## src/rtl/osc_det_pkg.sv

```systemverilog
package osc_det_pkg;

  // ==========================================================================
  // Register map
  // ==========================================================================
  // Each register index is a word index; the bus byte address is four times it.
  localparam logic [15:0] IDX_ENABLE_CODE = 16'h1f7c;
  localparam logic [15:0] IDX_LOWER       = 16'h1f7d;
  localparam logic [15:0] IDX_UPPER       = 16'h1f7e;
  localparam logic [15:0] IDX_KEY         = 16'h1f7f;
  localparam logic [15:0] IDX_IRQ_STATUS  = 16'h1f80;
  localparam logic [15:0] IDX_IRQ_CLEAR   = 16'h1f81;
  localparam logic [15:0] IDX_IRQ_ENABLE  = 16'h1f82;
  localparam logic [15:0] IDX_STATE       = 16'h1f83;

  // ==========================================================================
  // Codes and reset values
  // ==========================================================================
  localparam logic [7:0] KEY_UNLOCK  = 8'hf9;
  localparam logic [7:0] KEY_LOCK    = 8'h06;
  localparam logic [7:0] CODE_OFF    = 8'h00;
  localparam logic [7:0] CODE_ON     = 8'he4;
  localparam logic [7:0] RST_KEY     = KEY_LOCK;
  localparam logic [7:0] RST_CODE    = CODE_OFF;
  localparam logic [7:0] RST_LOWER   = 8'h20;
  localparam logic [7:0] RST_UPPER   = 8'h40;

  // ==========================================================================
  // Interrupt status layout
  // ==========================================================================
  localparam int IRQ_W       = 4;
  localparam int IRQ_FAULT   = 0;
  localparam int IRQ_STOP    = 1;
  localparam int IRQ_RELEASE = 2;
  localparam int IRQ_BLOCKED = 3;

  // ==========================================================================
  // Timing
  // ==========================================================================
  localparam int CLK_PERIOD_NS   = 10;
  localparam int WINDOW_NS       = 3200;
  localparam int WINDOW_CYCLES   = WINDOW_NS / CLK_PERIOD_NS;
  localparam int QUALIFY_WINDOWS = 4;
  localparam int COUNT_W         = 8;

  localparam logic [1:0] RESP_OKAY   = 2'b00;
  localparam logic [1:0] RESP_SLVERR = 2'b10;

  typedef enum logic [1:0] {
    ST_RUN       = 2'b00,
    ST_QUAL_BAD  = 2'b01,
    ST_FAULT     = 2'b11,
    ST_QUAL_GOOD = 2'b10
  } det_state_t;

endpackage : osc_det_pkg

```

## src/rtl/meas_if.sv

```systemverilog
`timescale 1ns/1ns
`default_nettype none

// ============================================================================
// Frequency measurement result
// ============================================================================
interface meas_if #(
  parameter int CW = 8
);
  logic [CW-1:0] count;
  logic          done;

  modport meter (output count, output done);
  modport user  (input count, input done);
endinterface : meas_if

`default_nettype wire

```

## src/rtl/osc_meter.sv

```systemverilog
`timescale 1ns/1ns
`default_nettype none

// ============================================================================
// Oscillator edge counter over a fixed reference window
// ============================================================================
module osc_meter
  import osc_det_pkg::*;
#(
  parameter int WINDOW = WINDOW_CYCLES
)(
  input  wire logic aclk,
  input  wire logic aresetn,
  input  wire logic ce,
  input  wire logic osc_pin,
  meas_if.meter     m
);

  localparam int WW = $clog2(WINDOW + 1);

  logic [2:0]         sync_r;
  logic               level_r;
  logic [WW-1:0]      win_r;
  logic [COUNT_W-1:0] edges_r;
  logic [COUNT_W-1:0] edges_nxt;
  logic [COUNT_W-1:0] count_r;
  logic               done_r;
  wire                stable;
  wire                rise;

  // A level counts only once the second and third stages agree.
  assign stable    = sync_r[1] == sync_r[2];
  assign rise      = stable & sync_r[2] & ~level_r;
  // Saturation keeps a runaway oscillator reading as too fast, never wrapped.
  assign edges_nxt = (rise && edges_r != '1) ? edges_r + 1'b1 : edges_r;
  assign m.count   = count_r;
  assign m.done    = done_r;

  always_ff @(posedge aclk)
  begin
    if (!aresetn)
    begin
      sync_r  <= 3'h0;
      level_r <= 1'b0;
      win_r   <= WW'(WINDOW - 1);
      edges_r <= '0;
      count_r <= '0;
      done_r  <= 1'b0;
    end
    else if (ce)
    begin
      sync_r <= {sync_r[1:0], osc_pin};
      if (stable)
        level_r <= sync_r[2];
      done_r <= 1'b0;
      if (win_r == '0)
      begin
        win_r   <= WW'(WINDOW - 1);
        count_r <= edges_nxt; // see RQ17
        edges_r <= '0;
        done_r  <= 1'b1;
      end
      else
      begin
        win_r   <= win_r - 1'b1;
        edges_r <= edges_nxt;
      end
    end
  end

endmodule : osc_meter

`default_nettype wire

```

## src/rtl/osc_freq_detector.sv

```systemverilog
// Chosen here: the AXI4-Lite register port.
`timescale 1ns/1ns
`default_nettype none

// What this block does
// RQ1 - Raise the I/O reset when oscillator runs below lower or above upper limit.
// RQ2 - External reset loads lower limit 20h (10MHz) and upper 40h (20MHz).
// RQ3 - Threshold writes land only while detection is off and key holds F9h.
// RQ4 - Threshold writes while enabled or locked with 06h are discarded.
// RQ5 - Detection starts off; software unlocks with F9h then writes E4h to enable.
// RQ6 - While detection reset is active, ordinary I/O pins are forced high impedance.
// RQ7 - A stop-caused detection reset holds internal state instead of initialising it.
// RQ8 - Detection works in normal and idle modes and is suppressed in stop mode.
// RQ9 - Key takes F9h to unlock, 06h to lock; any other value becomes 06h.
// RQ10 - Control code 00h disables, E4h enables; other codes written are ignored.
// RQ11 - Control code and both thresholds always read back whatever the key holds.
// RQ12 - Thresholds survive every internal reset; only the external reset initialises them.
// RQ13 - Software keeps the lower threshold strictly below the upper threshold.
// RQ14 - Software keeps both detection frequencies within 8MHz to 20MHz.
// RQ15 - Key and control code are initialised only by the external reset.
// RQ16 - Reset asserts after bad frequency persists, releases after good persists.
// RQ17 - Frequency is an edge count over a reference window, compared with thresholds.
module osc_freq_detector
  import osc_det_pkg::*;
#(
  parameter int WINDOW  = WINDOW_CYCLES,
  parameter int QUALIFY = QUALIFY_WINDOWS
)(
  input  wire logic        aclk,
  input  wire logic        aresetn,
  input  wire logic        ce,
  input  wire logic        osc_input_pin,
  input  wire logic        stop_mode,
  input  wire logic [15:0] awaddr,
  input  wire logic        awvalid,
  output logic             awready,
  input  wire logic [31:0] wdata,
  input  wire logic [3:0]  wstrb,
  input  wire logic        wvalid,
  output logic             wready,
  output logic [1:0]       bresp,
  output logic             bvalid,
  input  wire logic        bready,
  input  wire logic [15:0] araddr,
  input  wire logic        arvalid,
  output logic             arready,
  output logic [31:0]      rdata,
  output logic [1:0]       rresp,
  output logic             rvalid,
  input  wire logic        rready,
  output logic             det_reset,
  output logic             io_hiz,
  output logic             state_hold,
  output logic             irq
);

  localparam int QW = $clog2(QUALIFY + 1);

  // ==========================================================================
  // Frequency measurement
  // ==========================================================================
  meas_if #(.CW(COUNT_W)) meas ();

  osc_meter #(
    .WINDOW (WINDOW)
  ) u_meter (
    .aclk    (aclk),
    .aresetn (aresetn),
    .ce      (ce),
    .osc_pin (osc_input_pin),
    .m       (meas)
  );

  // ==========================================================================
  // Register bus, write path
  // ==========================================================================
  logic             aw_hold_r;
  logic [15:0]      awaddr_r;
  logic             w_hold_r;
  logic [7:0]       wbyte_r;
  logic             wstrb0_r;
  logic             bvalid_r;
  logic [1:0]       bresp_r;
  logic             rvalid_r;
  logic [1:0]       rresp_r;
  logic [31:0]      rdata_r;

  logic [7:0]       key_r;
  logic [7:0]       code_r;
  logic [7:0]       lower_r;
  logic [7:0]       upper_r;
  logic [IRQ_W-1:0] status_r;
  logic [IRQ_W-1:0] irq_en_r;
  logic             irq_r;

  det_state_t       st_r;
  det_state_t       st_nxt;
  logic [QW-1:0]    cnt_r;
  logic [QW-1:0]    cnt_nxt;
  logic             stop_r;
  logic             stop_nxt;
  logic             det_r;

  wire do_write = ce & aw_hold_r & w_hold_r & ~bvalid_r;
  wire wr_en    = do_write & wstrb0_r;

  wire w_code   = awaddr_r[15:2] == IDX_ENABLE_CODE[13:0];
  wire w_lower  = awaddr_r[15:2] == IDX_LOWER[13:0];
  wire w_upper  = awaddr_r[15:2] == IDX_UPPER[13:0];
  wire w_key    = awaddr_r[15:2] == IDX_KEY[13:0];
  wire w_stat   = awaddr_r[15:2] == IDX_IRQ_STATUS[13:0];
  wire w_clr    = awaddr_r[15:2] == IDX_IRQ_CLEAR[13:0];
  wire w_ien    = awaddr_r[15:2] == IDX_IRQ_ENABLE[13:0];
  wire w_state  = awaddr_r[15:2] == IDX_STATE[13:0];
  wire w_hit    = w_code | w_lower | w_upper | w_key | w_stat | w_clr | w_ien | w_state;

  wire unlocked = key_r == KEY_UNLOCK;
  wire code_ok  = (wbyte_r == CODE_OFF) || (wbyte_r == CODE_ON);
  // Thresholds move only while detection is off and the key is open.
  wire thr_ok   = unlocked & (code_r != CODE_ON); // see RQ3
  wire thr_try  = wr_en & (w_lower | w_upper);
  wire blocked  = thr_try & ~thr_ok; // see RQ4

  assign awready = ce & ~aw_hold_r & ~bvalid_r;
  assign wready  = ce & ~w_hold_r & ~bvalid_r;
  assign bvalid  = bvalid_r;
  assign bresp   = bresp_r;

  always_ff @(posedge aclk)
  begin
    if (!aresetn)
    begin
      aw_hold_r <= 1'b0;
      awaddr_r  <= 16'h0000;
      w_hold_r  <= 1'b0;
      wbyte_r   <= 8'h00;
      wstrb0_r  <= 1'b0;
      bvalid_r  <= 1'b0;
      bresp_r   <= RESP_OKAY;
    end
    else if (ce)
    begin
      if (awvalid && awready)
      begin
        aw_hold_r <= 1'b1;
        awaddr_r  <= awaddr;
      end
      if (wvalid && wready)
      begin
        w_hold_r <= 1'b1;
        wbyte_r  <= wdata[7:0];
        wstrb0_r <= wstrb[0];
      end
      if (do_write)
      begin
        aw_hold_r <= 1'b0;
        w_hold_r  <= 1'b0;
        bvalid_r  <= 1'b1;
        bresp_r   <= w_hit ? RESP_OKAY : RESP_SLVERR;
      end
      else if (bvalid_r && bready)
        bvalid_r <= 1'b0;
    end
  end

  // ==========================================================================
  // Protected configuration registers
  // ==========================================================================
  // Only aresetn (the external reset) clears these; the detection reset and
  // other internal resets never reach them.
  always_ff @(posedge aclk)
  begin
    if (!aresetn)
    begin
      key_r   <= RST_KEY;   // see RQ15
      code_r  <= RST_CODE;  // see RQ5
      lower_r <= RST_LOWER; // see RQ2
      upper_r <= RST_UPPER; // see RQ12
    end
    else if (ce)
    begin
      if (wr_en && w_key)
        key_r <= (wbyte_r == KEY_UNLOCK) ? KEY_UNLOCK : KEY_LOCK; // see RQ9
      if (wr_en && w_code && unlocked && code_ok)
        code_r <= wbyte_r; // see RQ10
      if (thr_try && thr_ok && w_lower)
        lower_r <= wbyte_r;
      if (thr_try && thr_ok && w_upper)
        upper_r <= wbyte_r;
    end
  end

  // ==========================================================================
  // Detection state machine
  // ==========================================================================
  // Stop mode covers its warm-up too, so detection resumes only afterwards.
  wire detect_on = (code_r == CODE_ON) & ~stop_mode; // see RQ8
  wire stopped   = meas.count == '0;
  wire bad       = (meas.count < lower_r) | (meas.count > upper_r); // see RQ1
  wire last_qual = cnt_r == QW'(QUALIFY - 1);
  wire det_nxt   = (st_nxt == ST_FAULT) | (st_nxt == ST_QUAL_GOOD);

  always_comb
  begin
    st_nxt   = st_r;
    cnt_nxt  = cnt_r;
    stop_nxt = stop_r;
    if (!detect_on)
    begin
      st_nxt   = ST_RUN;
      cnt_nxt  = '0;
      stop_nxt = 1'b0;
    end
    else if (meas.done)
    begin
      case (st_r)
        ST_RUN, ST_QUAL_BAD:
        begin
          if (!bad)
          begin
            st_nxt  = ST_RUN;
            cnt_nxt = '0;
          end
          else if (last_qual)
          begin
            st_nxt   = ST_FAULT; // see RQ16
            cnt_nxt  = '0;
            stop_nxt = stopped;
          end
          else
          begin
            st_nxt  = ST_QUAL_BAD;
            cnt_nxt = cnt_r + 1'b1;
          end
        end
        default:
        begin
          if (bad)
          begin
            st_nxt   = ST_FAULT;
            cnt_nxt  = '0;
            stop_nxt = stop_r | stopped;
          end
          else if (last_qual)
          begin
            st_nxt   = ST_RUN; // see RQ16
            cnt_nxt  = '0;
            stop_nxt = 1'b0;
          end
          else
          begin
            st_nxt  = ST_QUAL_GOOD;
            cnt_nxt = cnt_r + 1'b1;
          end
        end
      endcase
    end
  end

  always_ff @(posedge aclk)
  begin
    if (!aresetn)
    begin
      st_r   <= ST_RUN;
      cnt_r  <= '0;
      stop_r <= 1'b0;
      det_r  <= 1'b0;
    end
    else if (ce)
    begin
      st_r   <= st_nxt;
      cnt_r  <= cnt_nxt;
      stop_r <= stop_nxt;
      det_r  <= det_nxt;
    end
  end

  assign det_reset  = det_r;
  assign io_hiz     = det_r; // see RQ6
  // The core must treat this as a freeze, not an initialising reset.
  assign state_hold = det_r & stop_r; // see RQ7

  // ==========================================================================
  // Interrupts
  // ==========================================================================
  logic [IRQ_W-1:0] ev;
  logic [IRQ_W-1:0] clr;
  logic [IRQ_W-1:0] status_nxt;
  logic [IRQ_W-1:0] irq_en_nxt;

  always_comb
  begin
    ev              = '0;
    ev[IRQ_FAULT]   = det_nxt & ~det_r;
    ev[IRQ_STOP]    = det_nxt & ~det_r & stop_nxt;
    ev[IRQ_RELEASE] = ~det_nxt & det_r;
    ev[IRQ_BLOCKED] = blocked;
    clr             = (wr_en && w_clr) ? wbyte_r[IRQ_W-1:0] : '0;
    // A new event in the clearing cycle survives the clear.
    status_nxt      = (status_r & ~clr) | ev;
    irq_en_nxt      = (wr_en && w_ien) ? wbyte_r[IRQ_W-1:0] : irq_en_r;
  end

  always_ff @(posedge aclk)
  begin
    if (!aresetn)
    begin
      status_r <= '0;
      irq_en_r <= '0;
      irq_r    <= 1'b0;
    end
    else if (ce)
    begin
      status_r <= status_nxt;
      irq_en_r <= irq_en_nxt;
      irq_r    <= |(status_nxt & irq_en_nxt);
    end
  end

  assign irq = irq_r;

  // ==========================================================================
  // Register bus, read path
  // ==========================================================================
  wire [13:0] ra      = araddr[15:2];
  wire        r_code  = ra == IDX_ENABLE_CODE[13:0];
  wire        r_lower = ra == IDX_LOWER[13:0];
  wire        r_upper = ra == IDX_UPPER[13:0];
  wire        r_key   = ra == IDX_KEY[13:0];
  wire        r_stat  = ra == IDX_IRQ_STATUS[13:0];
  wire        r_clr   = ra == IDX_IRQ_CLEAR[13:0];
  wire        r_ien   = ra == IDX_IRQ_ENABLE[13:0];
  wire        r_state = ra == IDX_STATE[13:0];
  wire        r_hit   = r_code | r_lower | r_upper | r_key | r_stat | r_clr | r_ien | r_state;

  wire [31:0] state_word = {16'h0000, meas.count, 3'h0, detect_on, st_r, stop_r, det_r};

  // Readback ignores the key entirely; only writes are protected.
  wire [31:0] rd_mux =
    r_code  ? {24'h000000, code_r}  : // see RQ11
    r_lower ? {24'h000000, lower_r} :
    r_upper ? {24'h000000, upper_r} :
    r_key   ? {24'h000000, key_r}   :
    r_stat  ? {28'h0000000, status_r} :
    r_ien   ? {28'h0000000, irq_en_r} :
    r_state ? state_word :
    32'h00000000;

  assign arready = ce & ~rvalid_r;
  assign rvalid  = rvalid_r;
  assign rresp   = rresp_r;
  assign rdata   = rdata_r;

  always_ff @(posedge aclk)
  begin
    if (!aresetn)
    begin
      rvalid_r <= 1'b0;
      rresp_r  <= RESP_OKAY;
      rdata_r  <= 32'h00000000;
    end
    else if (ce)
    begin
      if (arvalid && arready)
      begin
        rvalid_r <= 1'b1;
        rresp_r  <= r_hit ? RESP_OKAY : RESP_SLVERR;
        rdata_r  <= rd_mux;
      end
      else if (rvalid_r && rready)
        rvalid_r <= 1'b0;
    end
  end

endmodule : osc_freq_detector

`default_nettype wire

```

## config.mk

```make
export PLATFORM = sky130hd
export DESIGN_NAME = osc_freq_detector
export DESIGN_NICKNAME = d
export VERILOG_FILES = /design/src/rtl/osc_det_pkg.sv /design/src/rtl/meas_if.sv /design/src/rtl/osc_meter.sv /design/src/rtl/osc_freq_detector.sv
export SDC_FILE = /design/constraint.sdc
export NUM_CORES = 1
export LEC_CHECK = 0
export BUFFER_PORTS_ARGS = -buffer_cell sky130_fd_sc_hd__buf_2
export CAP_MARGIN = 20
export CORE_ASPECT_RATIO = 1.25
export CORE_MARGIN = 2
export CORE_UTILIZATION = 40
export CTS_CLUSTER_SIZE = 14
export DETAILED_ROUTE_END_ITERATION = 10
export SLEW_MARGIN = 20
export SYNTH_ARGS = -nofsm -noshare
export SYNTH_HDL_FRONTEND = slang
export SYNTH_SLANG_ARGS = --single-unit
```

## constraint.sdc

```tcl
create_clock -name aclk -period 5.19 [get_ports aclk]
set_input_delay 1.038 -clock aclk [delete_from_list [all_inputs] [get_ports aclk]]
set_output_delay 1.038 -clock aclk [all_outputs]
set_load 0.01 [all_outputs]
```

==> impl_metrics.yaml <==
global_route:
  gr-total-overflow: 0
  grt_first_pass_wirelength_mm: 23.9
  grt_antenna_before_repair: 0
  track_usage: 0.195
  first_global_vias: 4740
  grt_max_degree: 46
logic_synthesis:
  yosys.area.top_type_share: 0.412
  synth_area_per_cell_sq_um: 8.18
  yosysTopAreaCell: "dfxtp_1"
  ys_types: 55
  syn_inst: 696
  ys_warn_count: 0
  ys_seq_area_frac: 0.412
  synth-edff-count: 0
  synthArstFlopShare: 0
  synth_area_leaders: "dfxtp_1 (41%), nand2_1 (6.5%), nor2_1 (5.9%)"
  syn-cell-area_sq_mm: 0.00569
  synth_ff_type: "dfxtp_1"
  ys_seq_elements: 117
die:
  rows: 48
  ios: 123
  die-area_sq_mm: 0.0152
  start_util: 0.410
  die_h_microns: 137
  die_x_microns: 111
  core_area_sq_mm: 0.0139
job:
  max_cap_violations: 0
power_and_ir_drop:
  ir_drop_uv: 179
  p_comb_frac: 0.053
  pwr-share-seq: 0.419
  swShare: 0.226
  power.leakage_nw: 2.68
  power_switching_mw: 0.503
  power_mw: 2.22
  p_clk_frac: 0.528
  p_per_area_mw_per_mm2: 330
  power.internal_mw: 1.72
sta:
  fin_tns_setup_ns: 0
  finClkSkew_ns: 0.00744
  fin_ws_ns: 2.04
  maxSlewViolCount: 0
  finalCritPeriodShare: 0.607
  tightest_slew_ns: 0.943
  period_needed_ns: 3.15
  fmax_mhz: 317
  finalHoldViolCount: 0
  rsz0062_at_grt: "false"
  setup_viol: 0
  worst_slew_margin_rel: 0.361
finish:
  seqCellArea_sq_mm: 0.00234
  final_nets: 860
  multi_input_area_sq_mm: 0.00308
  drive_above_1_share: 0.161
  area_growth_pct: 18.2
  fill_cells: 1337
  design_area_sq_mm: 0.00673
  insertedDiodeCount: 0
  fin_util: 0.485
critical_path:
  critPathCaptureType: "primary output"
  cp_data_required_time_ns: 4.15
  worstPathMaxFanout: 30
  worstPathArrival_ns: 2.11
  critPathLaunchType: "input port"
  worstSetupPathType: "in2out"
clock_network:
  postCtsHoldBufs: 0
  cts_sinks: 117
  htree_num_levels: 4
  clk_latency_ns: 0.41
  post_cts_buffers: 0
  cts.reportedPaths.clkPinSlew_ns: 0.05
  cts_tree: "built"
  cts-resized-gates: 0
  clockBufferDepth: 2
  numCtsBuffers: 17
  root_buffer: "clkbuf_16"
detailed_routing:
  viasPerCell: 5.33
  drt_wl_total_mm: 14.6
  firstDrtPassIters: 5
  wire_per_inst_microns: 15.4
  drcViolationCount: 0
  drt-initial-drc-count: 267
  vias: 5062
  postRouteAntennaNets: 0
outcome:
  status: "finished, final reports clean"
place:
  dpl_cell_area_sq_mm: 0.00613
  gp_congestion: 0.863
  pre_cts_ws_ns: 1.73
  numPortBuffers: 73
  hpwl_mm: 10.4
hold_path:
  worstHoldPathType: "reg2reg"
==> critical path, stage by stage <==
cell,delay [ns]
buf_2,0.10
buf_4,0.31
clkinv_1,0.15
nor2_1,0.29
buf_2,0.20
==> worst paths after layout <==
kind / cells past startpoint / slack, ns / end / startpoint
setup / recovery: 5 / 2.04 / arready / ce
hold / removal: 2 / 0.45 / awaddr_r[15]$_SDFFE_PN0P_ / awaddr_r[15]$_SDFFE_PN0P_
setup reg to reg: 8 / 2.45 / irq$_SDFFE_PN0P_ / bvalid$_SDFFE_PN0P_
hold reg to reg: 2 / 0.45 / awaddr_r[15]$_SDFFE_PN0P_ / awaddr_r[15]$_SDFFE_PN0P_
==> per-layer routing <==
layer	track usage	vias to the layer above	part of all wire
met5	0	-	0
met4	0.0806	0	0.022
met3	0.0422	22	0.039
met2	0.340	122	0.50
met1	0.234	2392	0.44
li1	-	2526	-
==> power groups by stage <==
stage / clock (mW) / combinational, mW / sequential (mW)
after floorplan: 0 / 0.0843 / 0.948
after global placement: 0 / 0.113 / 0.951
after detailed placement: 0 / 0.116 / 0.952
after CTS: 1.19 / 0.117 / 0.933
after global routing: 1.23 / 0.132 / 0.934
final: 1.17 / 0.117 / 0.933
==> through the flow <==
step                instances  hold slack [ns]
global route              949            0.469
floorplan                 713            0.415
CTS                       949            0.453
global placement          919            0.421
finish                    949            0.448
detailed placement        919            0.445
==> cells in the final DEF, fill, tap and decap left out, types with 3 or more instances in the layout <==
cell,count
nor3_1,16
clkinv_2,3
clkbuf_16,17
conb_1,18
a21boi_0,4
mux4_2,3
a221oi_1,5
nor4_1,9
nand3_1,11
a31oi_1,4
clkbuf_8,5
o21a_1,8
buf_4,5
a22oi_1,16
nand2b_1,18
o211ai_1,3
and3_1,10
buf_2,73
dfxtp_1,117
and2_1,7
nand2_1,98
nand4_1,8
a211oi_1,6
mux2_2,4
a21o_1,3
xnor2_1,10
inv_1,22
ha_1,19
a21oi_1,61
nor2_1,89
xor2_1,4
nand4b_1,5
mux2i_1,23
nor3b_1,4
o21ai_0,34
==> cells in the mapped netlist (all sizes together) (5+ instances only) <==
| master | number |
|---|---|
| a21oi | 61 |
| o21a | 8 |
| clkbuf | 24 |
| nand3 | 11 |
| o21ai | 35 |
| nor3 | 18 |
| ha | 19 |
| nand2b | 18 |
| a211oi | 6 |
| and3 | 10 |
| nor4 | 10 |
| buf | 23 |
| nor2 | 91 |
| a21boi | 5 |
| nand2 | 98 |
| a221oi | 5 |
| inv | 23 |
| mux2i | 23 |
| dfxtp | 117 |
| nand4 | 8 |
| a22oi | 16 |
| xnor2 | 10 |
| nand4b | 5 |
| and2 | 7 |
==> sequential cells by signal (all words and copies together) (netlist names), 2 cells and up <==
signal and count:
rdata 16, awaddr_r 14, u_meter.win_r 9, code_r 8
lower_r 8, u_meter.edges_r 8, u_meter.m.count 8, upper_r 8
wbyte_r 8, irq_en_r 4, status_r 4, cnt_r 3
u_meter.sync_r 3, key_r 2, st_r 2
==> logic make-up (layout without fill, tap and decap cells) <==
family / after synthesis / in the layout / synth area share
simple gates: 292 / 292 / 0.243
buf+inv: 71 / 132 / 0.0596
mux: 30 / 30 / 0.0602
compound gates: 152 / 152 / 0.162
fa+ha+maj: 19 / 19 / 0.0418
xor+xnor: 14 / 14 / 0.0215
flops: 117 / 117 / 0.412
other cells: 1 / 18 / 0.000659
==> layout make-up <==
cell class              count  share of cell area
clock buffers              22              0.0735
well taps                 175              0.0325
multi-input cells         525               0.458
clock inverters             8              0.0147
inverters                  24              0.0134
repair buffers             78              0.0599
flip-flops and latches    117               0.348
(Power assumes the default switching activity.)
